<file path="src/inc/fmt_regs_map.svh">
// Register offsets, field positions and reset values of the fault mask bank
`ifndef FMT_REGS_MAP_SVH
`define FMT_REGS_MAP_SVH

// ---------------------------------------------------------------
// Offsets
// ---------------------------------------------------------------
`define FMT_OFS_BL_SUPPRESS_TRIM 8'h0A
`define FMT_OFS_TFT_SUPPRESS 8'h0B
`define FMT_OFS_THERM_SUPPRESS 8'h0C

// ---------------------------------------------------------------
// Fields of the backlight suppress and trim register
// ---------------------------------------------------------------
`define FMT_BL_OPEN_HI 7
`define FMT_BL_OPEN_LO 4
`define FMT_BL_FREQ_RAISE 3
`define FMT_BL_FREQ_LOWER 2
`define FMT_TFT_FREQ_RAISE 1
`define FMT_TFT_FREQ_LOWER 0

// ---------------------------------------------------------------
// Fields of the TFT suppress register
// ---------------------------------------------------------------
`define FMT_TFT_BOOST_UV 7
`define FMT_TFT_BOOST_OV 6
`define FMT_TFT_SHORT_GND 5
`define FMT_TFT_HVINP_UV 4
`define FMT_TFT_SOFT_START 3
`define FMT_TFT_NEG_UV 2
`define FMT_TFT_GVDD_UV 1
`define FMT_TFT_GVEE_UV 0

// ---------------------------------------------------------------
// Fields of the thermal warning suppress register
// ---------------------------------------------------------------
`define FMT_THERM_WARN 1

// ---------------------------------------------------------------
// Reset values and the read value of unmapped addresses and bits
// ---------------------------------------------------------------
`define FMT_RST_BL 8'h00
`define FMT_RST_TFT 8'h00
`define FMT_RST_THERM 1'b0
`define FMT_RD_UNMAPPED 8'h00

`endif

</file>
<file path="src/inc/fmt_pkg.sv">
// Types shared by the fault mask and frequency trim bank
package fmt_pkg;
    typedef logic [7:0] fmt_byte_t;
    typedef logic [3:0] fmt_string_t;
endpackage

</file>
<file path="src/hw/fmt_regs.sv">
// Fault suppress, frequency trim and soft-start register bank
`timescale 1ns/1ps
`default_nettype none
`include "fmt_regs_map.svh"
// Summary of operation
// - Four bits suppress per-string open faults
// - Backlight raise bit lifts frequency 8.5%
// - Backlight lower bit drops frequency 8.5%
// - TFT raise bit lifts frequency 8.5%
// - TFT lower bit drops frequency 8.5%
// - Boost undervoltage suppress bit blocks pin
// - Boost overvoltage suppress bit blocks pin
// - Short-to-ground suppress bit blocks pin
// - Input undervoltage suppress bit blocks pin
// - Soft-start select: 50 ms or 22 ms
// - Negative output undervoltage suppress blocks pin
// - Positive gate undervoltage suppress blocks pin
// - Negative gate undervoltage suppress blocks pin
// - Thermal warning suppress bit blocks pin
// - Open flag means string open, disabled
// - Thermal warning flag set at 125 C
module fmt_regs (
    // Clock and reset
    input wire logic clk_sys_in,
    input wire logic rst_in,
    // Register port from the serial control interface
    input wire logic [7:0] reg_addr_in,
    input wire logic [7:0] reg_wdata_in,
    input wire logic reg_wr_in,
    input wire logic reg_rd_in,
    output logic [7:0] reg_rdata_out,
    // Fault flags from the supervisors
    input wire logic [3:0] led_open_flag_in,
    input wire logic boost_uv_flag_in,
    input wire logic boost_ov_flag_in,
    input wire logic short_gnd_flag_in,
    input wire logic hvinp_uv_flag_in,
    input wire logic neg_uv_flag_in,
    input wire logic gvdd_uv_flag_in,
    input wire logic gvee_uv_flag_in,
    input wire logic junction_hot_in,
    // Status flags seen by software
    output logic [3:0] led_open_flag_out,
    output logic backlight_thermal_warning_flag_out,
    // Fault pin, active low
    output logic fault_output_pin_n_out,
    // Converter controls
    output logic backlight_freq_raise_out,
    output logic backlight_freq_lower_out,
    output logic tft_freq_raise_out,
    output logic tft_freq_lower_out,
    output logic fast_soft_start_out
);
    fmt_pkg::fmt_byte_t bl_q;
    fmt_pkg::fmt_byte_t tft_q;
    logic therm_q;
    fmt_pkg::fmt_byte_t rdata_d;
    fmt_pkg::fmt_string_t open_live;
    logic fault_any_d;

    // ---------------------------------------------------------------
    // Register writes
    // ---------------------------------------------------------------
    always_ff @(posedge clk_sys_in) begin
        if (rst_in) begin
            bl_q <= `FMT_RST_BL;
            tft_q <= `FMT_RST_TFT;
            therm_q <= `FMT_RST_THERM;
        end else if (reg_wr_in) begin
            if (reg_addr_in == `FMT_OFS_BL_SUPPRESS_TRIM) begin
                bl_q <= reg_wdata_in;
            end else if (reg_addr_in == `FMT_OFS_TFT_SUPPRESS) begin
                tft_q <= reg_wdata_in;
            end else if (reg_addr_in == `FMT_OFS_THERM_SUPPRESS) begin
                therm_q <= reg_wdata_in[`FMT_THERM_WARN];
            end
        end
    end

    // ---------------------------------------------------------------
    // Register reads
    // ---------------------------------------------------------------
    always_comb begin
        rdata_d = `FMT_RD_UNMAPPED;
        if (reg_addr_in == `FMT_OFS_BL_SUPPRESS_TRIM) begin
            rdata_d = bl_q;
        end else if (reg_addr_in == `FMT_OFS_TFT_SUPPRESS) begin
            rdata_d = tft_q;
        end else if (reg_addr_in == `FMT_OFS_THERM_SUPPRESS) begin
            // Only one bit is implemented; the rest read zero
            rdata_d = `FMT_RD_UNMAPPED;
            rdata_d[`FMT_THERM_WARN] = therm_q;
        end
    end

    always_ff @(posedge clk_sys_in) begin
        if (rst_in) begin
            reg_rdata_out <= 8'h00;
        end else if (reg_rd_in) begin
            reg_rdata_out <= rdata_d;
        end
    end

    // ---------------------------------------------------------------
    // Status flags
    // ---------------------------------------------------------------
    assign open_live = led_open_flag_in;

    always_ff @(posedge clk_sys_in) begin
        if (rst_in) begin
            led_open_flag_out <= 4'h0;
            backlight_thermal_warning_flag_out <= 1'b0;
        end else begin
            led_open_flag_out <= open_live;
            backlight_thermal_warning_flag_out <= junction_hot_in;
        end
    end

    // ---------------------------------------------------------------
    // Fault pin
    // ---------------------------------------------------------------
    always_comb begin
        fault_any_d = |(open_live & ~bl_q[`FMT_BL_OPEN_HI:`FMT_BL_OPEN_LO]);
        fault_any_d = fault_any_d | (boost_uv_flag_in & ~tft_q[`FMT_TFT_BOOST_UV]);
        fault_any_d = fault_any_d | (boost_ov_flag_in & ~tft_q[`FMT_TFT_BOOST_OV]);
        fault_any_d = fault_any_d | (short_gnd_flag_in & ~tft_q[`FMT_TFT_SHORT_GND]);
        fault_any_d = fault_any_d | (hvinp_uv_flag_in & ~tft_q[`FMT_TFT_HVINP_UV]);
        fault_any_d = fault_any_d | (neg_uv_flag_in & ~tft_q[`FMT_TFT_NEG_UV]);
        fault_any_d = fault_any_d | (gvdd_uv_flag_in & ~tft_q[`FMT_TFT_GVDD_UV]);
        fault_any_d = fault_any_d | (gvee_uv_flag_in & ~tft_q[`FMT_TFT_GVEE_UV]);
        fault_any_d = fault_any_d | (junction_hot_in & ~therm_q);
    end

    always_ff @(posedge clk_sys_in) begin
        if (rst_in) begin
            fault_output_pin_n_out <= 1'b1;
        end else begin
            fault_output_pin_n_out <= ~fault_any_d;
        end
    end

    // ---------------------------------------------------------------
    // Converter controls
    // ---------------------------------------------------------------
    // Raise and lower together is left to the host to avoid
    always_ff @(posedge clk_sys_in) begin
        if (rst_in) begin
            backlight_freq_raise_out <= 1'b0;
            backlight_freq_lower_out <= 1'b0;
            tft_freq_raise_out <= 1'b0;
            tft_freq_lower_out <= 1'b0;
            fast_soft_start_out <= 1'b0;
        end else begin
            backlight_freq_raise_out <= bl_q[`FMT_BL_FREQ_RAISE];
            backlight_freq_lower_out <= bl_q[`FMT_BL_FREQ_LOWER];
            tft_freq_raise_out <= bl_q[`FMT_TFT_FREQ_RAISE];
            tft_freq_lower_out <= bl_q[`FMT_TFT_FREQ_LOWER];
            fast_soft_start_out <= tft_q[`FMT_TFT_SOFT_START];
        end
    end

    // ---------------------------------------------------------------
    // Checks
    // ---------------------------------------------------------------
    open_suppress_a: assert property (
        @(posedge clk_sys_in) disable iff (rst_in)
        (led_open_flag_in != 4'h0
         && (led_open_flag_in & ~bl_q[`FMT_BL_OPEN_HI:`FMT_BL_OPEN_LO]) == 4'h0
         && !boost_uv_flag_in && !boost_ov_flag_in && !short_gnd_flag_in && !hvinp_uv_flag_in
         && !neg_uv_flag_in && !gvdd_uv_flag_in && !gvee_uv_flag_in && !junction_hot_in)
        |=> fault_output_pin_n_out)
        else $error("masked open faults drove the fault pin");
    bl_raise_follow_a: assert property (
        @(posedge clk_sys_in) disable iff (rst_in)
        reg_wr_in && reg_addr_in == `FMT_OFS_BL_SUPPRESS_TRIM
        |-> ##2 backlight_freq_raise_out == $past(reg_wdata_in[3], 2))
        else $error("backlight raise output did not follow write");
    bl_lower_follow_a: assert property (
        @(posedge clk_sys_in) disable iff (rst_in)
        reg_wr_in && reg_addr_in == `FMT_OFS_BL_SUPPRESS_TRIM
        |-> ##2 backlight_freq_lower_out == $past(reg_wdata_in[2], 2))
        else $error("backlight lower output did not follow write");
    tft_trim_follow_a: assert property (
        @(posedge clk_sys_in) disable iff (rst_in)
        reg_wr_in && reg_addr_in == `FMT_OFS_BL_SUPPRESS_TRIM
        |-> ##2 (tft_freq_raise_out == $past(reg_wdata_in[1], 2)
                 && tft_freq_lower_out == $past(reg_wdata_in[0], 2)))
        else $error("TFT trim outputs did not follow write");
    soft_start_sel_a: assert property (
        @(posedge clk_sys_in) disable iff (rst_in)
        reg_wr_in && reg_addr_in == `FMT_OFS_TFT_SUPPRESS
        |-> ##2 fast_soft_start_out == $past(reg_wdata_in[3], 2))
        else $error("soft-start select did not follow write");
    unmasked_fault_a: assert property (
        @(posedge clk_sys_in) disable iff (rst_in)
        (boost_uv_flag_in && !tft_q[`FMT_TFT_BOOST_UV]) |=> !fault_output_pin_n_out)
        else $error("unmasked boost undervoltage missed the fault pin");
    therm_warn_pin_a: assert property (
        @(posedge clk_sys_in) disable iff (rst_in)
        (junction_hot_in && !therm_q) |=> !fault_output_pin_n_out)
        else $error("unmasked thermal warning missed the fault pin");
    therm_flag_a: assert property (
        @(posedge clk_sys_in) disable iff (rst_in)
        1'b1 |=> backlight_thermal_warning_flag_out == $past(junction_hot_in))
        else $error("thermal warning flag wrong");
    reset_clear_a: assert property (
        @(posedge clk_sys_in)
        rst_in |=> (fault_output_pin_n_out && !fast_soft_start_out
                    && !backlight_freq_raise_out && bl_q == 8'h00 && tft_q == 8'h00))
        else $error("state not cleared by reset");
    therm_readback_a: assert property (
        @(posedge clk_sys_in) disable iff (rst_in)
        reg_rd_in && reg_addr_in == `FMT_OFS_THERM_SUPPRESS
        |=> reg_rdata_out == {6'h00, $past(therm_q), 1'b0})
        else $error("thermal suppress readback wrong");

endmodule // fmt_regs
`default_nettype wire

</file>
<file path="config.mk">
export PLATFORM = sky130hd
export DESIGN_NAME = fmt_regs
export DESIGN_NICKNAME = d
export VERILOG_FILES = /design/src/inc/fmt_pkg.sv /design/src/hw/fmt_regs.sv
export VERILOG_INCLUDE_DIRS = /design/src /design/src/inc
export SDC_FILE = /design/constraint.sdc
export NUM_CORES = 1
export LEC_CHECK = 0
export ABC_CLOCK_PERIOD_IN_PS = 2750
export BUFFER_PORTS_ARGS = -buffer_cell sky130_fd_sc_hd__buf_2
export CAP_MARGIN = 30
export CORE_MARGIN = 2
export CORE_UTILIZATION = 54
export CTS_BUF_LIST = sky130_fd_sc_hd__clkbuf_4 sky130_fd_sc_hd__clkbuf_8 sky130_fd_sc_hd__clkbuf_16
export DETAILED_ROUTE_END_ITERATION = 7
export GPL_ROUTABILITY_DRIVEN = 0
export PLACE_DENSITY = 0.82
export SYNTH_ARGS = -nofsm -noshare
export SYNTH_HDL_FRONTEND = slang
export SYNTH_SLANG_ARGS = --single-unit
</file>
<file path="constraint.sdc">
create_clock -name clk_sys_in -period 2.75 [get_ports clk_sys_in]
set_clock_uncertainty 0.1 [all_clocks]
set_input_delay 0.1375 -clock clk_sys_in [delete_from_list [all_inputs] [get_ports clk_sys_in]]
set_output_delay 0.1375 -clock clk_sys_in [all_outputs]
set_load 0.02 [all_outputs]
</file>
==> summary.md <==
| Metric | Value |
|---|---|
| Crit-path slowest cell | `dlygate4sd3_1` |
| Number of distinct library cells after synthesis | `26` |
| Yosys reg bits | `36` |
| CTS Sinks | `36` |
| Final nets | `~250` |
| Cell count after placement | `232` |
| Postcts setup bufs | `0` |
| Util after Layout | `70.7%` |
| Worst hold path type | `input port to register` |
| Post-synth top area share | `43.7%` |
| TritonRoute pass-1 iters | `4` |
| CTS buffer count | `5` |
| Root Driver | `clkbuf_4` |
| Routed WL | `3380 um` |
| Main area contributors after synthesis | `dfxtp_1 44%, mux2i_1 10%, nand2b_1 10%` |
| Max incr delay on CP | `0.52 ns` |
| DR vias | `1,319` |
| Row count | `20` |
| Slew HR | `a little under three fifths` |
| DP HPWL | `2440 um` |
| Vias in the first global route | `1,189` |
| Die height | `59.2 um` |
| Wire per inst | `13.3 um` |
| CP Data Required Time | `2.92 ns` |
| I/O Pins | `51` |
| Worst-Skew Late Latency | `roughly 0.35 ns` |
| Final hold vios | `0` |
| WHS | `0.0292 ns` |
| I/O Buffers | `50` |
| Post-synth EDFFs | `0` |
| Cell area after layout | `0.00210 mm^2` |
| Crit share post-route | `61.5%` |
| Max-cap violations | `0` |
| Worst VDD drop | `0.278 mV` |
| ANT cells | `0` |
| Final max-slew violation count | `0` |
| DRC viols | `0` |
| Final TNS setup | `0 ns` |
| Syn Area/Cell | `10.4 um^2` |
| Crit path DAT | `1.86 ns` |
| Core Region | `0.00298 mm^2` |
| Most common library cells after synthesis | `36 x dfxtp_1, 27 x nand2b_1, 17 x mux2i_1` |
| Ys async rst share | `0%` |
| Startpoint types | `input port` |
| Cell taking the most area after synthesis | `dfxtp_1` |
| Placed Area | `about 0.0019 mm^2` |
| Max Freq | `between 500 and 600 MHz` |
| Primary FF master, synth | `dfxtp_1` |
| Clk pin slew, worst setup/hold paths | `0.12 ns` |
| Initial antenna violation count | `0` |
| Worst Path Max Fanout | `9` |
| Crit-path cells | `dlygate4sd3_1, buf_2, and4b_1, and3_1, mux2i_1` |
| GR peak layer | `met2` |
| Worst slew pin tran | `0.638 ns` |
| H-Tree Level Count | `2` |
| Post-CTS Resized | `0` |
| Post-Synthesis Cells | `about 160` |
| Met1 Use GR | `27.9%` |
| First-pass GRT wire length | `around 5400 um` |
| Finished Layout Cells | `about 250` |
| Worst hold stages | `3` |
| Mean number of vias per cell | `5.19` |
| Largest net degree at the start of global routing | `approximately 40` |
| CTS tree | `done` |
| Gr ovfl total | `0` |
| Initial core utilization | `a little under three fifths` |
| Met2 GRT Util | `between 30% and 40%` |
| Die width | `approximately 59 um` |
| R2R depth | `3` |
| Leakage | `0.000928 uW` |
| Post-layout min period | `1.69 ns` |
| Syn_nets | `approximately 190` |
| RSZ-0062 raised after global routing | `no` |
| Post-CTS Hold Fix Bufs | `14` |
| Syn Std Cell Area | `between 0.0015 and 0.002 mm^2` |
| Die Footprint | `0.00351 mm^2` |
| Synth warn | `0` |
| Layout cells sized above 1 | `about a third` |
| Seq/Total Area, Yosys | `43.7%` |
| DRT iter0 DRCs | `46` |
| Global-route usage over all layers | `20.7%` |
| Kind of critical path | `input port to register` |
| Most frequent cell after synthesis | `dfxtp_1` |
| Pwr dens | `485 mW/mm^2` |
| Layout area overhead | `27.7%` |
| Final setup violation count | `0` |
| Worst-case clock buffer depth | `2` |
| CP Capture Type | `register` |
| M3 GR Usage | `~3.9%` |
| Run status | `finished clean` |
| Detail Route Antenna Nets | `0` |
critical path: cells and delay by family:
family,cells,cell delay (ns)
simple gates,2,0.84
buf+inv,2,0.65
mux,1,0.23
power breakdown:
group / total [uW] / internal, uW / switching (uW)
sequential: 534 / 531 / 3.34
clock: 370 / 190 / 180
combinational: 116 / 58.1 / 57.9
registers in the layout, indices dropped and copies added, names as in the netlist:
signal,flops
therm_q,1
fault_output_pin_n_out,1
backlight_freq_raise_out,1
tft_q,8
led_open_flag_out,4
fast_soft_start_out,1
bl_q,8
reg_rdata_out,8
tft_freq_raise_out,1
backlight_thermal_warning_flag_out,1
tft_freq_lower_out,1
backlight_freq_lower_out,1
routing by layer:
layer  vias to the layer above  share of wire, %
met5                         -                 0
li1                        673                 -
met3                        10               3.3
met4                         0               2.5
met1                       604                49
met2                        32                45
metrics by stage:
| step | power, uW | setup slack [ns] |
|---|---|---|
| 2_1_floorplan | 606 | 1.52 |
| 3_3_place_gp | 644 | 1.22 |
| 3_5_place_dp | 647 | 1.16 |
| 4_1_cts | 1030 | 1.07 |
| 5_1_grt | 1060 | 0.993 |
| 6_report | 1020 | 1.06 |
worst paths after layout:
| kind | start | endpoint | slack [ns] |
|---|---|---|---|
| worst max-delay path | reg_addr_in[3] | tft_q[4]$_SDFFE_PP0P_ | 1.06 |
| worst min-delay path | reg_wr_in | therm_q$_SDFFE_PP0P_ | 0.03 |
| worst max register to register | bl_q[5]$_SDFFE_PP0P_ | fault_output_pin_n_out$_SDFF_PP1_ | 1.41 |
| worst min register to register | bl_q[4]$_SDFFE_PP0P_ | bl_q[4]$_SDFFE_PP0P_ | 0.40 |
cell usage in the layout, fill, tap and decap left out, drive strengths merged:
master / synthesis / final
nand2b: 27 / 27
a2111oi: 3 / 3
dlygate4sd3: 0 / 14
o32ai: 1 / 1
dfxtp: 36 / 36
nor3b: 1 / 1
and4b: 1 / 1
and3: 2 / 2
mux2i: 17 / 17
a311oi: 7 / 7
clkinvlp: 0 / 1
nor4: 1 / 1
and4bb: 1 / 1
inv: 9 / 9
nor2b: 15 / 15
bufinv: 0 / 1
a32oi: 1 / 1
nand4b: 1 / 1
buf: 8 / 51
clkbuf: 3 / 5
clkinv: 0 / 1
nand3: 16 / 16
nand4: 1 / 1
a31o: 1 / 1
nor2: 7 / 7
cell type report:
type,instances,area [um^2]
Fill cell,229,873
Multi-Input combinational cell,103,831
Sequential cell,36,721
Timing Repair Buffer,65,398
Clock inverter,3,42.5
Tap cell,33,41.3
Clock buffer,5,37.5
Inverter,9,33.8
cells by family (layout without fill, tap and decap cells):
family	count (synthesis)	in the layout	synth area share, %
and+or+nand+nor	73	73	29.5
AOI/OAI and AO/OA	13	13	10.0
DFF	36	36	43.7
muxes	17	17	10.3
buffers and inverters	20	82	6.38
(Power assumes the default switching activity.)
